## src/logic/tpt_defines.vh

```
// tpt_defines.vh: register indices, control-word layout and reset values
// for the triple programmable timer.
// assumes inclusion by bare name from the timer design file.
`ifndef TPT_DEFINES_VH
`define TPT_DEFINES_VH

// register index (word address on the bus) of each timer's first register
`define TPT_T0_BASE     8'h50
`define TPT_T1_BASE     8'h58
`define TPT_T2_BASE     8'h60
// per-timer register index offsets
`define TPT_OFS_CNT     8'h00
`define TPT_OFS_MAXA    8'h02
`define TPT_OFS_MAXB    8'h04
`define TPT_OFS_CTL     8'h06

// control word bit positions
`define TPT_B_EN        15
`define TPT_B_MASK      14
`define TPT_B_INT       13
`define TPT_B_ACTLIM    12
`define TPT_B_LIMHIT    5
`define TPT_B_RTG       4
`define TPT_B_PRE       3
`define TPT_B_OUTCLK    2
`define TPT_B_DUAL      1
`define TPT_B_FREE      0

// reset values and constants
`define TPT_RST16       16'h0000
`define TPT_ONE16       16'h0001
`define TPT_ZERO6       6'h00
`define TPT_SLOT_RST    2'h0
`define TPT_SLOT_ONE    2'h1
`define TPT_DATA_PAD    16'h0000

`endif

```

## src/logic/tpt_timers.v

```verilog
// tpt_timers.v: three 16-bit programmable timers with an Avalon-MM slave.
// assumes one 200 MHz clock, asynchronous active-low reset, event pins that
// may be asynchronous, and an interrupt controller that latches the pulses.
`include "tpt_defines.vh"
`default_nettype none

module tpt_timers #(
  parameter integer N_TMR = 3
) (
  input  wire        i_ref_clk,
  input  wire        i_rstn,
  input  wire [7:0]  i_avs_address,
  input  wire        i_avs_read,
  input  wire        i_avs_write,
  input  wire [31:0] i_avs_writedata,
  output wire        o_avs_waitrequest,
  output reg  [31:0] o_avs_readdata,
  input  wire [1:0]  i_tmr_in,
  output wire [1:0]  o_tmr_out,
  output wire [2:0]  o_tmr_irq
);

  // base index of a timer's register group
  function [7:0] tpt_base;
    input integer k;
    begin
      if (k == 0) begin
        tpt_base = `TPT_T0_BASE;
      end else if (k == 1) begin
        tpt_base = `TPT_T1_BASE;
      end else begin
        tpt_base = `TPT_T2_BASE;
      end
    end
  endfunction

  reg        ack_q;
  reg  [1:0] slot_q;
  wire       req;
  wire       wr_go;
  wire [15:0] wdata;
  wire [47:0] cnt_all;
  wire [47:0] maxa_all;
  wire [47:0] maxb_all;
  wire [47:0] ctl_all;
  wire [2:0]  term_all;
  wire [2:0]  out_all;
  wire [2:0]  irq_all;
  reg  [31:0] rd_d;
  integer     k;

  // one wait state on every access: the slave answers on the second edge.
  // the ack flop alternates for each access, so a master that keeps its
  // request up past the answer edge starts a second access; masters must
  // drop or change the request right after the answer.
  assign req               = i_avs_read | i_avs_write;
  assign o_avs_waitrequest = req & ~ack_q;
  assign wr_go             = i_avs_write & ack_q;
  assign wdata             = i_avs_writedata[15:0];
  assign o_tmr_out         = out_all[1:0];
  assign o_tmr_irq         = irq_all;

  // access phase flop and round-robin service slot.
  // slot 3 is left idle, so each timer is visited once every four clocks;
  // that visit rate is the fastest any timer can advance.
  always @(posedge i_ref_clk or negedge i_rstn) begin
    if (!i_rstn) begin
      ack_q  <= 1'b0;
      slot_q <= `TPT_SLOT_RST;
    end else begin
      ack_q  <= req & ~ack_q;
      slot_q <= slot_q + `TPT_SLOT_ONE;
    end
  end

  // read mux; unmapped indices and the missing timer-2 limit B read zero.
  // the loop walks every timer group; the groups never overlap, so at
  // most one branch can match for a given index.
  always @* begin
    rd_d = {`TPT_DATA_PAD, `TPT_RST16};
    for (k = 0; k < N_TMR; k = k + 1) begin
      if (i_avs_address == tpt_base(k) + `TPT_OFS_CNT) begin
        rd_d = {`TPT_DATA_PAD, cnt_all[16*k +: 16]};
      end else if (i_avs_address == tpt_base(k) + `TPT_OFS_MAXA) begin
        rd_d = {`TPT_DATA_PAD, maxa_all[16*k +: 16]};
      end else if (i_avs_address == tpt_base(k) + `TPT_OFS_MAXB) begin
        rd_d = {`TPT_DATA_PAD, maxb_all[16*k +: 16]};
      end else if (i_avs_address == tpt_base(k) + `TPT_OFS_CTL) begin
        rd_d = {`TPT_DATA_PAD, ctl_all[16*k +: 16]};
      end
    end
  end

  // read data is captured in the wait cycle and stands at the answer edge.
  // loading only once keeps the word steady even if a count moves between
  // the wait cycle and the answer edge.
  always @(posedge i_ref_clk or negedge i_rstn) begin
    if (!i_rstn) begin
      o_avs_readdata <= {`TPT_DATA_PAD, `TPT_RST16};
    end else if (i_avs_read & ~ack_q) begin
      o_avs_readdata <= rd_d;
    end
  end

  genvar i;
  generate
    for (i = 0; i < N_TMR; i = i + 1) begin : g_tmr
      // timer 2 has no pin, no second limit and fixed mode bits; its hits
      // also feed the prescaler input of timers 0 and 1
      localparam FULL = (i < 2);
      localparam [7:0] BASE = (i == 0) ? `TPT_T0_BASE :
                              (i == 1) ? `TPT_T1_BASE : `TPT_T2_BASE;
      // service slot of this timer, cut on purpose to the slot width
      localparam [31:0] SLOT_W = i;
      localparam [1:0] MYSLOT = SLOT_W[1:0];

      reg [15:0] cnt_q;
      reg [15:0] maxa_q;
      reg [15:0] maxb_q;
      reg        en_q;
      reg        int_q;
      reg        actlim_q;
      reg        limhit_q;
      reg        rtg_q;
      reg        pre_q;
      reg        outclk_q;
      reg        dual_q;
      reg        free_q;
      reg        sync1_q;
      reg        sync2_q;
      reg        sync3_q;
      reg        edge_q;
      reg        t2tick_q;
      reg        started_q;
      reg        out_q;
      reg        irq_q;
      wire       pin_lvl;
      wire       pin_rise;
      wire       edge_now;
      wire       tick;
      wire       base_ev;
      wire       restart;
      wire       ev;
      wire [15:0] nxt;
      wire [15:0] lim;
      wire       term;
      wire       halt;
      wire       actlim_n;
      wire       wr_cnt;
      wire       wr_maxa;
      wire       wr_maxb;
      wire       wr_ctl;

      assign wr_cnt  = wr_go & (i_avs_address == BASE + `TPT_OFS_CNT);
      assign wr_maxa = wr_go & (i_avs_address == BASE + `TPT_OFS_MAXA);
      assign wr_maxb = wr_go & (i_avs_address == BASE + `TPT_OFS_MAXB) &
                       FULL;
      assign wr_ctl  = wr_go & (i_avs_address == BASE + `TPT_OFS_CTL);

      // pin synchroniser: sync1 feeds only sync2, edges judged one stage on.
      // sync1 may settle late, so nothing else reads it. a pin held high
      // through reset shows one rise after it, dropped while still disabled.
      // timer 2 keeps the same flops tied low so the slices stay alike.
      if (FULL) begin : g_pin
        always @(posedge i_ref_clk or negedge i_rstn) begin
          if (!i_rstn) begin
            sync1_q <= 1'b0;
            sync2_q <= 1'b0;
            sync3_q <= 1'b0;
          end else begin
            sync1_q <= i_tmr_in[i];
            sync2_q <= sync1_q;
            sync3_q <= sync2_q;
          end
        end
        assign pin_lvl  = sync2_q;
        assign pin_rise = sync2_q & ~sync3_q;
      end else begin : g_nopin
        always @(posedge i_ref_clk or negedge i_rstn) begin
          if (!i_rstn) begin
            sync1_q <= 1'b0;
            sync2_q <= 1'b0;
            sync3_q <= 1'b0;
          end else begin
            sync1_q <= 1'b0;
            sync2_q <= 1'b0;
            sync3_q <= 1'b0;
          end
        end
        assign pin_lvl  = 1'b1;
        assign pin_rise = 1'b0;
      end

      assign tick    = (slot_q == MYSLOT) & en_q;
      // a rise seen in the slot's own clock is used at once, else it waits;
      // this keeps pin-to-output within six clocks in the worst phase
      assign edge_now = edge_q | pin_rise;
      // internal rate is the service slot itself, or a held timer-2 hit
      assign base_ev = pre_q ? t2tick_q : 1'b1;
      assign restart = ~outclk_q & rtg_q & edge_now;
      assign ev      = outclk_q ? edge_now :
                       rtg_q    ? (started_q & base_ev) :
                                  (pin_lvl & base_ev);
      assign nxt     = cnt_q + `TPT_ONE16;
      assign lim     = actlim_q ? maxb_q : maxa_q;
      // equality only, so a count above the limit wraps through zero
      assign term    = tick & ev & ~restart & (nxt == lim);
      // one-shot stops after A, or after A then B in dual mode
      assign halt    = term & ~free_q & (~dual_q | actlim_q);
      assign actlim_n = ~dual_q ? 1'b0 :
                        (term ? ~actlim_q : actlim_q);

      // pin edge pending until the next service slot. the slot always
      // clears it: a rise in that same clock is consumed directly through
      // edge_now, so no edge is counted twice and none is lost while rises are at least four clocks apart.
      // the timer-2 hit is a different slot, so there set wins over clear
      always @(posedge i_ref_clk or negedge i_rstn) begin
        if (!i_rstn) begin
          edge_q    <= 1'b0;
          t2tick_q  <= 1'b0;
          started_q <= 1'b0;
        end else if (!en_q) begin
          edge_q    <= 1'b0;
          t2tick_q  <= 1'b0;
          started_q <= 1'b0;
        end else begin
          if (slot_q == MYSLOT) begin
            edge_q <= 1'b0;
          end else if (pin_rise) begin
            edge_q <= 1'b1;
          end
          if (term_all[2]) begin
            t2tick_q <= 1'b1;
          end else if (slot_q == MYSLOT) begin
            t2tick_q <= 1'b0;
          end
          if (tick & restart) begin
            started_q <= 1'b1;
          end
        end
      end

      // count: a bus write wins in its own cycle.
      // software may move the phase of a running timer this way; a restart
      // edge outranks the normal step so the count really starts at zero.
      always @(posedge i_ref_clk or negedge i_rstn) begin
        if (!i_rstn) begin
          cnt_q <= `TPT_RST16;
        end else if (wr_cnt) begin
          cnt_q <= wdata;
        end else if (tick & restart) begin
          cnt_q <= `TPT_RST16;
        end else if (tick & ev) begin
          cnt_q <= term ? `TPT_RST16 : nxt;
        end
      end

      // limit registers; timer 2 keeps limit B at zero.
      // no check against the count here: a limit below the count is legal,
      // the count then runs on and wraps through zero.
      always @(posedge i_ref_clk or negedge i_rstn) begin
        if (!i_rstn) begin
          maxa_q <= `TPT_RST16;
          maxb_q <= `TPT_RST16;
        end else begin
          if (wr_maxa) begin
            maxa_q <= wdata;
          end
          if (wr_maxb) begin
            maxb_q <= wdata;
          end
        end
      end

      // control word.
      // enable is the only field guarded by the mask bit. a masked write
      // beats the automatic halt in the same clock, so software intent is
      // never lost; the fixed timer-2 bits are forced low at the write.
      always @(posedge i_ref_clk or negedge i_rstn) begin
        if (!i_rstn) begin
          en_q     <= 1'b0;
          int_q    <= 1'b0;
          rtg_q    <= 1'b0;
          pre_q    <= 1'b0;
          outclk_q <= 1'b0;
          dual_q   <= 1'b0;
          free_q   <= 1'b0;
        end else begin
          if (wr_ctl & wdata[`TPT_B_MASK]) begin
            en_q <= wdata[`TPT_B_EN];
          end else if (halt) begin
            en_q <= 1'b0;
          end
          if (wr_ctl) begin
            int_q    <= wdata[`TPT_B_INT];
            free_q   <= wdata[`TPT_B_FREE];
            rtg_q    <= wdata[`TPT_B_RTG] & FULL;
            pre_q    <= wdata[`TPT_B_PRE] & FULL;
            outclk_q <= wdata[`TPT_B_OUTCLK] & FULL;
            dual_q   <= wdata[`TPT_B_DUAL] & FULL;
          end
        end
      end

      // status flags: a hit in the clearing cycle keeps the flag set.
      // the active-limit flag follows only hardware, never the bus data,
      // and drops one clock after dual-limit mode is switched off.
      always @(posedge i_ref_clk or negedge i_rstn) begin
        if (!i_rstn) begin
          actlim_q <= 1'b0;
          limhit_q <= 1'b0;
        end else begin
          actlim_q <= actlim_n;
          if (term) begin
            limhit_q <= 1'b1;
          end else if (wr_ctl & ~wdata[`TPT_B_LIMHIT]) begin
            limhit_q <= 1'b0;
          end
        end
      end

      // output pin and request pulse, both from flops.
      // both move at the same slot edge as the count, so the pin and the
      // request line never disagree about which hit they belong to.
      always @(posedge i_ref_clk or negedge i_rstn) begin
        if (!i_rstn) begin
          out_q <= 1'b1;
          irq_q <= 1'b0;
        end else begin
          out_q <= dual_q ? ~actlim_n : ~term;
          // a pulse once sent is the controller's to hold
          irq_q <= term & int_q;
        end
      end

      assign cnt_all[16*i +: 16]  = cnt_q;
      assign maxa_all[16*i +: 16] = maxa_q;
      assign maxb_all[16*i +: 16] = maxb_q;
      // mask bit and undefined bits read as zero
      assign ctl_all[16*i +: 16]  = {en_q, 1'b0, int_q, actlim_q,
                                     `TPT_ZERO6, limhit_q, rtg_q,
                                     pre_q, outclk_q, dual_q, free_q};
      assign term_all[i] = term;
      assign out_all[i]  = out_q;
      assign irq_all[i]  = irq_q;
    end
  endgenerate

endmodule // tpt_timers

`default_nettype wire

```

## config.mk

```make
export PLATFORM = sky130hd
export DESIGN_NAME = tpt_timers
export DESIGN_NICKNAME = d
export VERILOG_FILES = /design/src/logic/tpt_timers.v
export VERILOG_INCLUDE_DIRS = /design/src /design/src/logic
export SDC_FILE = /design/constraint.sdc
export NUM_CORES = 1
export LEC_CHECK = 0
export BUFFER_PORTS_ARGS = -buffer_cell sky130_fd_sc_hd__buf_4
export CAP_MARGIN = 20
export CORE_AREA = 2 2 157 197
export CTS_BUF_LIST = sky130_fd_sc_hd__clkbuf_8
export CTS_CLUSTER_DIAMETER = 200
export DETAILED_ROUTE_END_ITERATION = 8
export DIE_AREA = 0 0 159 199
export PLACE_DENSITY = 0.58
export RECOVER_POWER = 100
export SYNTH_ARGS = -nofsm -noshare
export SYNTH_HDL_FRONTEND = slang
export SYNTH_SLANG_ARGS = --single-unit
```

## constraint.sdc

```tcl
create_clock -name i_ref_clk -period 8.08 [get_ports i_ref_clk]
set_input_delay 2.424 -clock i_ref_clk [delete_from_list [all_inputs] [get_ports i_ref_clk]]
set_output_delay 2.424 -clock i_ref_clk [all_outputs]
set_load 0.02 [all_outputs]
```

# Word level (Yosys, flattened, before mapping)
# Index checks and enable logic that the tools add are counted.
# word_totals
inputBits	46
output_inout_bits	38
word_cells	261
reg_bits	202
# op_classes
mux	83
n_addsub	13
bitwise	74
eq_ne	31
reduce_logical	10
# op_table
operator	count
32-bit 2-to-1 mux	11
16-bit 2-to-1 mux	14
8-bit 2-to-1 mux	18
8-bit by 7-bit == test with 1-bit output, second input constant	11
8-bit == test	9
1-bit AND	50
16-bit by 1-bit adder with 16-bit output, second input constant	3
8-bit by 3-bit adder with 8-bit output, second input constant	6
16-bit == test	3
1-bit 2-to-1 mux	40
8-bit by 2-bit adder with 8-bit output, second input constant	3
1-bit inverter	19
3-bit by 1-bit != test with 1-bit output, second input constant	4
2-bit nonzero test	6
3-bit nonzero test	3
1-bit bitwise OR	5
2-bit by 1-bit != test with 1-bit output, second input constant	2
2-bit by 1-bit adder with 2-bit output, second input constant	1
2-bit by 1-bit == test with 1-bit output, second input constant	1
2-bit == test, second input constant	1
2-bit logical NOT	1

# Logic depth before layout (Yosys ltp)
# logic_depth
word_depth	25
mapped_depth	12
depth_no_buf	10

# Least setup slack after synthesis
# No wires, ideal clock.
# synth_path
kind	input-to-output
startpoint	in i_avs_write
endpoint	out o_avs_waitrequest
required_time_ns	5.656
path_stages	2
path_buffers	0
arrival_ns	2.754
path_slack_ns	2.902
cell_sequence	nor2_1 nor2_1
# synth_via
elab_chain_cells	2
# synth_rtl
element	line_no	rtl
start: declaration	tpt_timers.v:14	input wire i_avs_write,
1-bit bitwise OR	tpt_timers.v:56	assign req = i_avs_read | i_avs_write;
1-bit AND	tpt_timers.v:57	assign o_avs_waitrequest = req & ~ack_q;
end: declaration	tpt_timers.v:16	output wire o_avs_waitrequest,
# Every way passes these cells.

# Worst setup path after layout
# layout_path
startpoint	in i_avs_address[1]
endpoint	reg g_tmr[0].cnt_q[5]
# layout_via
elab_chain_cells	3
word_cells_on_any_way	4
classes_between	1 x eq/ne; 1 x mux; 1 x bitwise; 1 x reduce/logical
# layout_rtl
element	line_no	rtl
start: declaration	tpt_timers.v:12	input wire [7:0] i_avs_address,
8-bit by 7-bit == test with 1-bit output (no line) (*)	--	
1-bit AND (*)	tpt_timers.v:154	assign wr_cnt = wr_go & (i_avs_address == BASE + `TPT_OFS_CNT);
3-bit nonzero test (no line) or 16-bit 2-to-1 mux (tied branches)	--	
end signal: assignment	tpt_timers.v:248	cnt_q <= `TPT_RST16;
end signal: assignment	tpt_timers.v:250	cnt_q <= wdata;
end signal: assignment	tpt_timers.v:252	cnt_q <= `TPT_RST16;
end: declaration	tpt_timers.v:117	reg [15:0] cnt_q;
# Mark *: on every way between the ends. The rest lies on a longest branch, timed or not.
# A chain may end at the register's enable or synchronous reset.

==> impl_metrics.tcl <==
set metrics [dict create \
    rows 71 \
    cp.buffers_inverters 2 \
    crit_arrival_ns 6.59 \
    antenna_found_initial 0 \
    worstSetupPathDepth 7 \
    dpl_cell_area_mm2 0.0122 \
    gp_congestion 0.926 \
    ys_seq_elements 186 \
    netlist_instances 1226 \
    rsz0062_at_grt "no" \
    final_nets 1272 \
    drc 0 \
    max_freq_ghz 0.161 \
    r2r-end "g_tmr[1].cnt_q[10]$_DFFE_PN0P_" \
    vias 9887 \
    cts_resized 0 \
    required_ns 8.46 \
    drive_above_1_share 0.152 \
    cts_buffer_depth 2 \
    vias_per_cell 6.05 \
    relSlewSlack -0.258 \
    critical_path_class "in2reg" \
    max_cap_violations 3 \
    grt_usage 0.237 \
    drt_iter0_drc 944 \
    tns_ns 0 \
    die_w_um 159 \
    mostFrequentLayoutCells "dfrtp_1 (184), nand2_1 (117), mux2_2 (96), o21ai_0 (74), nor2_1 (73)" \
    critPathMaxFanout 32 \
    post-route-min-period_ns 6.21 \
    status "complete, but fails checks" \
    die-area_mm2 0.0316 \
    avgSynthCellArea_um2 9.55 \
    startpoint_type "input port" \
    p_per_area_mw_per_mm2 151 \
    postLayoutCoreUtil 0.419 \
    overflow 0 \
    htreeDepth 4 \
    period_share 0.769 \
    drtAntennaViolNets 0 \
    ir_drop_mv 0.105 \
    violations "capacitance limit, slew limit" \
    design_area_mm2 0.0125 \
    synth.cell_area_mm2 0.0117 \
    crit_chain "buf_4 > inv_1 > nand2_1 > nor4_1 > or2_0 > o21ai_0 > a221o_1" \
    grt_pass1_wl_um 57400 \
    yosysTopAreaCellShare 0.393 \
    hold_buffers 0 \
    worst_pin_slew_ns 1.89 \
    avgRoutedWirePerCell_um 22.8 \
    synth_warnings 0 \
    port_buffers 51 \
    synthArstFlopShare 1.00 \
    grt_max_degree 81 \
    cts_tree "built" \
    crit_family "simple AND/OR/NAND/NOR gates" \
    cp-endpoint "g_tmr[0].cnt_q[5]$_DFFE_PN0P_" \
    maxSlewViolCount 57 \
    fillCellCount 2981 \
    cts.sinks 186 \
    leakage_nw 5.27 \
    synth_top_area_cell "dfrtp_1" \
    skew_ns 0.0219 \
    synth_ff_type "dfrtp_1" \
    area_growth_pct 6.82 \
    pin_count 84 \
    synthTopCellsByArea "dfrtp_1 (39%), mux2_2 (9.2%), nand2_1 (3.8%)" \
    rrSetupSlack_ns 3.74 \
    cts_inserted_buffers 17 \
    whs_ns 0.355 \
    end_kind "flop" \
    wl_um 37300 \
    r2r_cells 9 \
    layout_commonest_cell "dfrtp_1" \
    hp-class "reg2reg" \
    hpwl_um 26500 \
    synth_cell_types 86 \
    worstSetupStartpoint "i_avs_address[1]" \
    seq_area_frac_synth 0.398 \
    crit-reg2reg-launch "g_tmr[1].actlim_q$_DFF_PN0_" \
    start_util 0.392 \
    cp_slowest_cell "nor4_1" \
    cts_setup_buffers 0 \
    clk_pin_slew_ns 0.10 \
    antenna_cells 0 \
    die_y_um 199 \
    first_global_vias 9390 \
    setup_violations 0 \
    insertion_delay_ns 0.50 \
    drt_pre_antenna_iters 6 \
    synth_edf_count 0 \
    slowest_delay_ns 1.39 \
    cts.root.buffer_cell "clkbuf_8" \
    hold_viol 0 \
    core-area_mm2 0.0298 \
]
==> routing by layer <==
metal | vias up | wire length [µm] | track usage
met5 | - | 0 | 0
met4 | 0 | 1220 | 0.0879
met3 | 75 | 1980 | 0.0329
met2 | 385 | 18400 | 0.412
met1 | 4956 | 15700 | 0.301
li1 | 4471 | - | -
==> per-stage QoR <==
stage,power (W),cells,setup WS (ns)
after floorplan,0.00111,1241,2.90
after global placement,0.00119,1601,2.35
after detailed placement,0.00120,1602,2.25
after CTS,0.00190,1634,2.66
after global routing,0.00195,1634,1.63
final,0.00188,1634,1.87
==> worst min path at each step <==
stage,startpoint,to,cells past startpoint
finish,g_tmr[0].sync1_q$_DFF_PN0_,g_tmr[0].pin_lvl$_DFF_PN0_,0
global route,g_tmr[1].sync1_q$_DFF_PN0_,g_tmr[1].pin_lvl$_DFF_PN0_,0
CTS,g_tmr[0].sync1_q$_DFF_PN0_,g_tmr[0].pin_lvl$_DFF_PN0_,0
detailed placement,g_tmr[0].sync1_q$_DFF_PN0_,g_tmr[0].pin_lvl$_DFF_PN0_,0
global placement,g_tmr[0].sync1_q$_DFF_PN0_,g_tmr[0].pin_lvl$_DFF_PN0_,0
floorplan,g_tmr[0].sync1_q$_DFF_PN0_,g_tmr[0].pin_lvl$_DFF_PN0_,0
==> logic make-up (layout without fill, tap and decap cells) <==
kind of cell	count (synthesis)	count (layout)	share of synthesized area
AND/OR/NAND/NOR	403	403	0.179
AO/OA/AOI/OAI	281	281	0.166
flip-flops	186	186	0.398
multiplexers	145	145	0.140
buffers and inverters	132	124	0.0570
XOR/XNOR	72	72	0.0539
adder cells (fa/ha/maj)	6	6	0.00641
other	1	16	0.000320
==> worst reg2reg max path, stage by stage, from the launching register on <==
cell and delay, ns:
dfrtp_1 0.66, mux2i_1 0.28, xor2_1 0.51, a21oi_1 0.17, a2111oi_0 0.33, nand4_1 0.17, nor4_1 0.96, clkbuf_1 0.69
o31ai_1 0.18, a221o_1 0.28
==> Yosys cell counts, drive strengths merged (9+ instances only) <==
cell type	number
and3	10
inv	22
a22oi	12
mux2i	44
buf	62
a31oi	25
nor4b	10
clkbuf	48
nand3	49
nor3	24
o22ai	11
nor4	19
xnor2	49
xor2	23
nor2	74
o21ai	78
nand2	117
dfrtp	184
and2	20
a222oi	9
a21oi	42
nor2b	20
nand4	19
a221o	28
mux2	96
or4	9
==> sequential cells by signal, summed over array words and instances, names as in the netlist, 3 cells and up <==
name and count:
g_tmr.en_q 3, g_tmr.irq_q 3, o_avs_readdata 16, g_tmr.limhit_q 3, g_tmr.maxb_q 32, g_tmr.cnt_q 48, g_tmr.int_q 3, g_tmr.free_q 3
g_tmr.maxa_q 48
==> power by group <==
| group | total [W] | internal, W | switching [W] | leakage, nW |
|---|---|---|---|---|
| clock | 0.000708 | 0.000348 | 0.000359 | 0.224 |
| sequential | 0.000977 | 0.000951 | 0.0000261 | 2.40 |
| combinational | 0.000197 | 0.0000670 | 0.000130 | 2.65 |
==> area by class of cell <==
type | instances | area, µm² | share of cell area
Inverter | 22 | 82.6 | 0.00660
Timing Repair Buffer | 70 | 412 | 0.0329
Clock buffer | 22 | 303 | 0.0242
Sequential cell | 186 | 4660 | 0.372
Tap cell | 401 | 502 | 0.0401
Clock inverter | 10 | 139 | 0.0111
Multi-Input combinational cell | 923 | 6410 | 0.513
Power figures use the tool's default switching activity.
